--- src/rtl/tsim_defs.vh ---
// Constants for the transmit status and interrupt mask block.
`ifndef TSIM_DEFS_VH
`define TSIM_DEFS_VH

// Register byte addresses.
`define TSIM_ADDR_TXSTAT   4'h0
`define TSIM_ADDR_MASK     4'h4
`define TSIM_ADDR_STATUS   4'h8
`define TSIM_ADDR_CTRL     4'hc
`define TSIM_ADDR_W        4

// Transmit status bits.
`define TSIM_TX_OK_BIT     0
`define TSIM_TX_SIZE_BIT   1
`define TSIM_TX_UNDER_BIT  2
`define TSIM_TX_MONBAD_BIT 3
`define TSIM_TX_W          4

// Interrupt status bits.
`define TSIM_IRQ_W         16
`define TSIM_IRQ_TXBAD_BIT 8
`define TSIM_IRQ_TXEND_BIT 9
`define TSIM_IRQ_DESC_BIT  11
`define TSIM_MASK_RSV_BIT  15
`define TSIM_MASK_LIVE     16'h7fff
`define TSIM_ZERO16        16'h0000
`define TSIM_ZERO32        32'h00000000

// Control register field.
`define TSIM_CTRL_INHIB_BIT 0

// AXI response codes.
`define TSIM_RESP_OKAY     2'b00
`define TSIM_RESP_SLVERR   2'b10

`endif

--- src/rtl/tsim_txstat.v ---
// Transmit status flag logic for one packet at a time.
`timescale 1ns/100ps
`default_nettype none
`include "tsim_defs.vh"
module tsim_txstat (
    // Clock and reset.
    input  wire                   clk_sys,
    input  wire                   reset,
    // Transmit engine events.
    input  wire                   tx_start,
    input  wire                   tx_done,
    input  wire                   too_many_collisions,
    input  wire                   too_long_deferral,
    input  wire                   fifo_empty_no_bus,
    input  wire [15:0]            tx_packet_size_field,
    input  wire [15:0]            frag_size_sum,
    input  wire                   size_check,
    // Monitor receive path.
    input  wire                   crc_generation_inhibit,
    input  wire                   mon_align_err,
    input  wire                   mon_sa_nomatch,
    input  wire                   mon_frame_end,
    // Results.
    output reg  [`TSIM_TX_W-1:0]  tx_status_r,
    output reg                    tx_abort_r,
    output reg                    tx_ok_pulse_r,
    output reg                    tx_err_pulse_r
);
    reg [`TSIM_TX_W-1:0] tx_status_nxt;
    reg                  mismatch;
    reg                  err_any;

    // Status is cleared at each packet start and built up while it runs.
    always @* begin
        tx_status_nxt = tx_status_r;
        mismatch      = size_check && (tx_packet_size_field != frag_size_sum);
        if (tx_start) begin
            tx_status_nxt = {`TSIM_TX_W{1'b0}};
        end
        // The receive checker watches our own frame; its verdict lands here.
        if (mon_frame_end && (mon_align_err || mon_sa_nomatch) && !crc_generation_inhibit) begin
            tx_status_nxt[`TSIM_TX_MONBAD_BIT] = 1'b1;
        end
        if (crc_generation_inhibit) begin
            tx_status_nxt[`TSIM_TX_MONBAD_BIT] = 1'b0;
        end
        if (fifo_empty_no_bus) begin
            tx_status_nxt[`TSIM_TX_UNDER_BIT] = 1'b1;
        end
        if (mismatch) begin
            tx_status_nxt[`TSIM_TX_SIZE_BIT] = 1'b1;
        end
        err_any = too_many_collisions || too_long_deferral
                || tx_status_nxt[`TSIM_TX_UNDER_BIT] || tx_status_nxt[`TSIM_TX_SIZE_BIT];
        if (tx_done && !err_any) begin
            tx_status_nxt[`TSIM_TX_OK_BIT] = 1'b1;
        end
    end

    // Register the flags and derive one-cycle completion and abort pulses.
    always @(posedge clk_sys) begin
        if (reset) begin
            tx_status_r    <= {`TSIM_TX_W{1'b0}};
            tx_abort_r     <= 1'b0;
            tx_ok_pulse_r  <= 1'b0;
            tx_err_pulse_r <= 1'b0;
        end else begin
            tx_status_r    <= tx_status_nxt;
            tx_abort_r     <= fifo_empty_no_bus || mismatch;
            tx_ok_pulse_r  <= tx_done && !err_any;
            tx_err_pulse_r <= tx_done && err_any;
        end
    end
endmodule
`default_nettype wire

--- src/rtl/tsim_irq.v ---
// Interrupt status register with write-one-to-clear and mask gating.
`timescale 1ns/100ps
`default_nettype none
`include "tsim_defs.vh"
module tsim_irq (
    // Clock and reset.
    input  wire                   clk_sys,
    input  wire                   reset,
    // Event pulses and software access.
    input  wire [`TSIM_IRQ_W-1:0] irq_events,
    input  wire                   clr_we,
    input  wire [`TSIM_IRQ_W-1:0] clr_data,
    input  wire [`TSIM_IRQ_W-1:0] interrupt_enable_mask,
    // Results.
    output reg  [`TSIM_IRQ_W-1:0] interrupt_source_status_r,
    output reg                    irq_r
);
    reg [`TSIM_IRQ_W-1:0] status_nxt;

    // An event in the clearing cycle wins, so no event on bits 14..0 is lost.
    always @* begin
        status_nxt = interrupt_source_status_r;
        if (clr_we) begin
            status_nxt = status_nxt & ~clr_data;
        end
        status_nxt = (status_nxt | irq_events) & `TSIM_MASK_LIVE;
    end

    // The output rises only where a set bit meets an enabled mask bit.
    always @(posedge clk_sys) begin
        if (reset) begin
            interrupt_source_status_r <= `TSIM_ZERO16;
            irq_r                     <= 1'b0;
        end else begin
            interrupt_source_status_r <= status_nxt;
            irq_r <= |(status_nxt & interrupt_enable_mask);
        end
    end
endmodule
`default_nettype wire

--- src/rtl/tsim_top.v ---
// Top of the transmit status and interrupt mask block with its AXI4-Lite slave.
`timescale 1ns/100ps
`default_nettype none
`include "tsim_defs.vh"
module tsim_top (
    // Clock and reset.
    input  wire                     clk_sys,
    input  wire                     reset,
    // AXI4-Lite write address and data.
    input  wire [`TSIM_ADDR_W-1:0]  s_axi_awaddr,
    input  wire                     s_axi_awvalid,
    output reg                      s_axi_awready,
    input  wire [31:0]              s_axi_wdata,
    input  wire [3:0]               s_axi_wstrb,
    input  wire                     s_axi_wvalid,
    output reg                      s_axi_wready,
    // AXI4-Lite write response.
    output reg  [1:0]               s_axi_bresp,
    output reg                      s_axi_bvalid,
    input  wire                     s_axi_bready,
    // AXI4-Lite read.
    input  wire [`TSIM_ADDR_W-1:0]  s_axi_araddr,
    input  wire                     s_axi_arvalid,
    output reg                      s_axi_arready,
    output reg  [31:0]              s_axi_rdata,
    output reg  [1:0]               s_axi_rresp,
    output reg                      s_axi_rvalid,
    input  wire                     s_axi_rready,
    // Transmit engine events, same clock.
    input  wire                     tx_start,
    input  wire                     tx_done,
    input  wire                     too_many_collisions,
    input  wire                     too_long_deferral,
    input  wire                     fifo_empty_no_bus,
    input  wire [15:0]              tx_packet_size_field,
    input  wire [15:0]              frag_size_sum,
    input  wire                     size_check,
    input  wire                     descriptor_irq_request,
    // Monitor receive path, same clock.
    input  wire                     mon_align_err,
    input  wire                     mon_sa_nomatch,
    input  wire                     mon_frame_end,
    // Other interrupt sources, bits 15..0 as status layout, one-cycle pulses.
    input  wire [`TSIM_IRQ_W-1:0]   ext_irq_events,
    // Results.
    output reg                      tx_abort_o,
    output reg                      crc_generation_inhibit,
    output reg                      irq_o
);
    ////////////////////////////////////////////////////////////////////////////////
    reg  [`TSIM_IRQ_W-1:0] interrupt_enable_mask_r;
    reg  [`TSIM_ADDR_W-1:0] awaddr_r;
    reg  [31:0]            wdata_r;
    reg  [3:0]             wstrb_r;
    reg                    aw_got_r;
    reg                    w_got_r;
    reg                    clr_we_r;
    reg  [`TSIM_IRQ_W-1:0] clr_data_r;
    reg  [`TSIM_IRQ_W-1:0] irq_events;
    wire [`TSIM_TX_W-1:0]  tx_status;
    wire                   tx_abort;
    wire                   tx_ok_pulse;
    wire                   tx_err_pulse;
    wire [`TSIM_IRQ_W-1:0] irq_status;
    wire                   irq;
    wire                   wr_go;

    // Merge low byte lanes into a 16-bit register image.
    function [15:0] merge16;
        input [15:0] old_v;
        input [31:0] new_v;
        input [3:0]  strb;
        begin
            merge16 = old_v;
            if (strb[0]) merge16[7:0]  = new_v[7:0];
            if (strb[1]) merge16[15:8] = new_v[15:8];
        end
    endfunction

    ////////////////////////////////////////////////////////////////////////////////
    tsim_txstat u_txstat (
        .clk_sys                (clk_sys),
        .reset                  (reset),
        .tx_start               (tx_start),
        .tx_done                (tx_done),
        .too_many_collisions    (too_many_collisions),
        .too_long_deferral      (too_long_deferral),
        .fifo_empty_no_bus      (fifo_empty_no_bus),
        .tx_packet_size_field   (tx_packet_size_field),
        .frag_size_sum          (frag_size_sum),
        .size_check             (size_check),
        .crc_generation_inhibit (crc_generation_inhibit),
        .mon_align_err          (mon_align_err),
        .mon_sa_nomatch         (mon_sa_nomatch),
        .mon_frame_end          (mon_frame_end),
        .tx_status_r            (tx_status),
        .tx_abort_r             (tx_abort),
        .tx_ok_pulse_r          (tx_ok_pulse),
        .tx_err_pulse_r         (tx_err_pulse)
    );

    // Our transmit outcomes feed their own status bits; the rest come from outside.
    always @* begin
        irq_events = ext_irq_events;
        irq_events[`TSIM_IRQ_TXEND_BIT] = ext_irq_events[`TSIM_IRQ_TXEND_BIT] | tx_ok_pulse;
        irq_events[`TSIM_IRQ_TXBAD_BIT] = ext_irq_events[`TSIM_IRQ_TXBAD_BIT] | tx_err_pulse;
        irq_events[`TSIM_IRQ_DESC_BIT] = ext_irq_events[`TSIM_IRQ_DESC_BIT]
                                       | descriptor_irq_request;
    end

    tsim_irq u_irq (
        .clk_sys                   (clk_sys),
        .reset                     (reset),
        .irq_events                (irq_events),
        .clr_we                    (clr_we_r),
        .clr_data                  (clr_data_r),
        .interrupt_enable_mask     (interrupt_enable_mask_r),
        .interrupt_source_status_r (irq_status),
        .irq_r                     (irq)
    );

    ////////////////////////////////////////////////////////////////////////////////
    assign wr_go = aw_got_r && w_got_r && !s_axi_bvalid;

    // Write channel: address and data taken in either order, response after both.
    always @(posedge clk_sys) begin
        if (reset) begin
            s_axi_awready           <= 1'b1;
            s_axi_wready            <= 1'b1;
            s_axi_bvalid            <= 1'b0;
            s_axi_bresp             <= `TSIM_RESP_OKAY;
            aw_got_r                <= 1'b0;
            w_got_r                 <= 1'b0;
            awaddr_r                <= {`TSIM_ADDR_W{1'b0}};
            wdata_r                 <= `TSIM_ZERO32;
            wstrb_r                 <= 4'h0;
            interrupt_enable_mask_r <= `TSIM_ZERO16;
            crc_generation_inhibit  <= 1'b0;
            clr_we_r                <= 1'b0;
            clr_data_r              <= `TSIM_ZERO16;
        end else begin
            clr_we_r <= 1'b0;
            if (s_axi_awvalid && s_axi_awready) begin
                awaddr_r      <= s_axi_awaddr;
                aw_got_r      <= 1'b1;
                s_axi_awready <= 1'b0;
            end
            if (s_axi_wvalid && s_axi_wready) begin
                wdata_r      <= s_axi_wdata;
                wstrb_r      <= s_axi_wstrb;
                w_got_r      <= 1'b1;
                s_axi_wready <= 1'b0;
            end
            if (wr_go) begin
                aw_got_r     <= 1'b0;
                w_got_r      <= 1'b0;
                s_axi_bvalid <= 1'b1;
                s_axi_bresp  <= `TSIM_RESP_OKAY;
                case (awaddr_r)
                    `TSIM_ADDR_MASK: begin
                        // Bit 15 is reserved and never stored.
                        interrupt_enable_mask_r <= merge16(interrupt_enable_mask_r, wdata_r,
                            wstrb_r) & `TSIM_MASK_LIVE;
                    end
                    `TSIM_ADDR_STATUS: begin
                        clr_we_r   <= 1'b1;
                        clr_data_r <= merge16(`TSIM_ZERO16, wdata_r, wstrb_r);
                    end
                    `TSIM_ADDR_CTRL: begin
                        if (wstrb_r[0]) begin
                            crc_generation_inhibit <= wdata_r[`TSIM_CTRL_INHIB_BIT];
                        end
                    end
                    `TSIM_ADDR_TXSTAT: begin
                        s_axi_bresp <= `TSIM_RESP_OKAY;
                    end
                    default: begin
                        s_axi_bresp <= `TSIM_RESP_SLVERR;
                    end
                endcase
            end
            if (s_axi_bvalid && s_axi_bready) begin
                s_axi_bvalid  <= 1'b0;
                s_axi_awready <= 1'b1;
                s_axi_wready  <= 1'b1;
            end
        end
    end

    // Read channel: one read at a time, data one cycle after address.
    always @(posedge clk_sys) begin
        if (reset) begin
            s_axi_arready <= 1'b1;
            s_axi_rvalid  <= 1'b0;
            s_axi_rdata   <= `TSIM_ZERO32;
            s_axi_rresp   <= `TSIM_RESP_OKAY;
        end else begin
            if (s_axi_arvalid && s_axi_arready) begin
                s_axi_arready <= 1'b0;
                s_axi_rvalid  <= 1'b1;
                s_axi_rresp   <= `TSIM_RESP_OKAY;
                s_axi_rdata   <= `TSIM_ZERO32;
                case (s_axi_araddr)
                    `TSIM_ADDR_TXSTAT: s_axi_rdata[`TSIM_TX_W-1:0] <= tx_status;
                    `TSIM_ADDR_MASK: begin
                        s_axi_rdata[15:0] <= interrupt_enable_mask_r;
                    end
                    `TSIM_ADDR_STATUS: s_axi_rdata[15:0] <= irq_status;
                    `TSIM_ADDR_CTRL: begin
                        s_axi_rdata[`TSIM_CTRL_INHIB_BIT] <= crc_generation_inhibit;
                    end
                    default: s_axi_rresp <= `TSIM_RESP_SLVERR;
                endcase
            end
            if (s_axi_rvalid && s_axi_rready) begin
                s_axi_rvalid  <= 1'b0;
                s_axi_arready <= 1'b1;
            end
        end
    end

    // The abort and interrupt outputs are re-registered so each comes straight from a flip-flop.
    always @(posedge clk_sys) begin
        if (reset) begin
            tx_abort_o <= 1'b0;
            irq_o      <= 1'b0;
        end else begin
            tx_abort_o <= tx_abort;
            irq_o      <= irq;
        end
    end
endmodule
`default_nettype wire

--- config.mk ---
export PLATFORM = sky130hd
export DESIGN_NAME = tsim_top
export DESIGN_NICKNAME = d
export VERILOG_FILES = /design/src/rtl/tsim_txstat.v /design/src/rtl/tsim_irq.v /design/src/rtl/tsim_top.v
export VERILOG_INCLUDE_DIRS = /design/src /design/src/rtl
export SDC_FILE = /design/constraint.sdc
export NUM_CORES = 1
export LEC_CHECK = 0
export ABC_AREA = 1
export BUFFER_PORTS_ARGS = -buffer_cell sky130_fd_sc_hd__buf_2
export CAP_MARGIN = 5
export CORE_MARGIN = 1.5
export CORE_UTILIZATION = 44
export DETAILED_ROUTE_END_ITERATION = 7
export GPL_ROUTABILITY_DRIVEN = 0
export GPL_TIMING_DRIVEN = 0
export PLACE_DENSITY = 0.7
export SKIP_CTS_REPAIR_TIMING = 1
export SYNTH_ARGS = -nofsm -noshare
export SYNTH_HDL_FRONTEND = slang
export SYNTH_SLANG_ARGS = --single-unit
export TNS_END_PERCENT = 100
--- constraint.sdc ---
create_clock -name clk_sys -period 3.79 [get_ports clk_sys]
set_input_delay 0.758 -clock clk_sys [delete_from_list [all_inputs] [get_ports clk_sys]]
set_output_delay 0.758 -clock clk_sys [all_outputs]
set_load 0.02 [all_outputs]
==> impl_metrics.csv <==
group,metric,value,unit
run_status,status,"complete, no violations",
synthesis,ys_seq_area_share,45.45,%
worst_setup_path,startpoint_type,"register",
layout,drive_gt1_share,21.64,%
worst_setup_path,worstPathCellList,"buf_2",
synthesis,syn_area_per_cell,6.934,sq um
power_and_ir_drop,p_sw,0.0005943,W
sta,setup_viol,0,
power_and_ir_drop,leakagePower,2.806,nW
power_and_ir_drop,power_density,414.1,nW/um^2
power_and_ir_drop,intPower,0.001703,W
sta,finalSetupTns,0,ps
worst_setup_path,cp_max_fo,4,
sta,drv_slew,0,
layout,syn2layout_area_growth,23.48,%
global_route,gr-total-overflow,0,
sta,final.min_clock_period,1761,ps
route,dr.first_iter.drc_count,130,
place,dp_hpwl,8623,microns
sta,slew_headroom,62.02,%
clocking,cts_tree,"done",
synthesis,synth_top_area_share,45.45,%
sta,tightest_slew,569.7,ps
power_and_ir_drop,p_clk_share,36.7,%
synthesis,ys_ff_latch,102,
layout,fill_cells,994,
worst_setup_path,slowest_delay,440,ps
place,place_ws,1745,ps
synthesis,synthMuxAreaShare,0,%
synthesis,async_reset_ff_share,0,%
floorplanning,fp.dieW,104.1,microns
route,wl_per_cell,11.94,microns
floorplanning,initial_core_util,45.76,%
sta,fin_ws,2029,ps
floorplanning,io_pins,153,
synthesis,synth_top_family_by_area,"simple AND/OR/NAND/NOR gates",
layout,ff_latch_area,2042,sq um
synthesis,post-synth-top-area-cell,"dfxtp_1",
global_route,grt_pass1_vias,4174,
synthesis,synth_common_cells,"nand2_1 (171), dfxtp_1 (102), inv_1 (86), nor2_1 (78), a21oi_1 (63)",
synthesis,synth-xor-area-share,0,%
clocking,clk_path_buf_depth,2,
sta,max_freq,567.7,MHz
synthesis,synthFlopType,"dfxtp_1",
route,wl_met3,717,microns
sta,hold_viol_final,0,
worst_setup_path,worstSetupPathType,"register to output port",
synthesis,yosys.area_share.simple,26.23,%
route,viasPerCell,4.661,
power_and_ir_drop,ir_drop,0.2272,mV
layout,multi_input_area,1933,sq um
place,io_buffer_count,113,
floorplanning,die_area,10830,sq um
synthesis,yosysWarnings,0,
power_and_ir_drop,p_comb_share,13.0,%
worst_setup_path,crit_slowest_cell,"dfxtp_1",
synthesis,synth_area,4493,sq um
route,top_layer,"met4",
synthesis,synthAdderAreaFrac,0,%
route,wl_met1,4960,microns
worst_setup_path,crit_arrival,1000,ps
synthesis,synth.area.top_cells,"dfxtp_1 (45%), nand2_1 (14%), inv_1 (7.2%)",
global_route,grt_pass1_wl,18790,microns
synthesis,synth_most_common_cell,"nand2_1",
layout,final-instance-count-excl-fill,928,
power_and_ir_drop,p_seq_share,50.4,%
worst_setup_path,crit_buf_inv,1,
sta,rsz0062_at_grt,"no",
global_route,grt_use_total,21.28,%
floorplanning,die_h,104.1,microns
floorplanning,core_area,9819,sq um
clocking,clk_latency,370,ps
floorplanning,rows,36,
layout,diodes,0,
synthesis,synth-compound-area-share,15.20,%
worst_setup_path,cp.required,3030,ps
worst_setup_path,cp_top_family,"flip-flops",
clocking,cts_sinks,102,
layout,nNetsFinal,899,
sta,period_share,46.48,%
sta,fin_hold_ws,405.0,ps
place,place_inst,912,
min_path,hold_path.class,"register to register",
power_and_ir_drop,switching_share,25.87,%
worst_setup_path,critPathCaptureType,"output port",
global_route,antenna_found_initial,0,
clocking,cts-root-buf,"clkbuf_8",
synthesis,syn_inst,648,
clocking,ctsHtreeMaxLevel,3,
run,maxCapViolations,0,
route,wl_met2,5189,microns
synthesis,synth.distinct_cells,31,
clocking,cts-buffers-inserted,9,
route,num_vias,4325,
route,finalWirelength,11080,microns
global_route,grt_start_max_net_pins,18,
synthesis,synth-edff-count,0,
route,drc,0,
power_and_ir_drop,total_power,0.002298,W
route,firstDrtPassIters,5,
sta,finalClockSkew,10.41,ps
route,final_antenna_net_count,0,
clocking,path_clk_slew,100,ps
## worst paths after layout
kind / start / cells past startpoint / to / slack [ps]
worst min register to register: u_irq.irq_r / 2 / irq_o / 410
worst max-delay path: crc_generation_inhibit / 1 / crc_generation_inhibit / 2030
worst min-delay path: u_irq.irq_r / 2 / irq_o / 410
worst max register to register: clr_we_r / 9 / u_irq.irq_r / 2300
## registers in the layout (all words and copies together) (netlist names), 2 cells and up
name / flops
clr_data_r: 15
awaddr_r: 4
u_txstat.tx_status_r: 4
wstrb_r: 2
u_irq.interrupt_source_status_r: 15
wdata_r: 15
s_axi_rdata: 15
interrupt_enable_mask_r: 15
## power by group through the flow
stage	clock [W]	combinational (W)	sequential, W
5_1_grt	0.000907	0.000337	0.00116
4_1_cts	0.000858	0.000298	0.00116
3_3_place_gp	0	0.000288	0.00118
3_5_place_dp	0	0.000296	0.00118
2_1_floorplan	0	0.000174	0.00119
6_report	0.000842	0.000298	0.00116
## layout make-up
type / instances / area share [%]
inverters: 90 / 6.089
multi-input cells: 434 / 34.84
flip-flops and latches: 102 / 36.81
clock buffers: 10 / 2.481
repair buffers: 113 / 10.19
well taps: 133 / 3.000
clock inverters: 6 / 2.120
plain buffers: 40 / 4.466
## layout by cell type (no fill, tap or decap)
master / instances
a21boi_0: 1
clkinv_4: 1
dfxtp_1: 102
nor3_2: 1
buf_2: 116
bufinv_16: 3
clkinvlp_4: 1
inv_1: 86
buf_1: 1
conb_1: 19
a31o_2: 6
o21a_1: 1
clkbuf_8: 10
nor2_8: 1
nand2_2: 1
o21ai_0: 55
nor2_2: 1
inv_2: 2
clkbuf_1: 12
nand4_1: 5
a31oi_1: 2
nand3_1: 18
nand3_4: 1
a211oi_1: 1
clkinv_1: 2
or2_1: 1
o21ai_1: 1
buf_6: 1
nor3_1: 3
nor3b_1: 1
nor2_4: 3
a21oi_1: 63
inv_8: 1
buf_4: 23
nand2_1: 171
nor2_1: 78
## per-stage QoR
stage          utilization [%]  instance area, sq um
6_report                 56.50                  5548
5_1_grt                  56.50                  5548
4_1_cts                  56.50                  5548
3_5_place_dp             53.90                  5293
3_3_place_gp             53.90                  5293
2_1_floorplan                -                  4561
## kinds of logic (layout without fill, tap and decap cells)
family | Yosys count | after routing
buf+inv | 130 | 259
other cells | 1 | 19
simple gates | 285 | 285
flops | 102 | 102
compound gates | 130 | 130
## per-layer routing
layer / vias to the layer above / track usage [%]
met4: 0 / 7.937
met2: 148 / 36.61
met5: - / 0
met3: 23 / 5.075
met1: 1877 / 25.74
li1: 2277 / -
(Power assumes the default switching activity.)
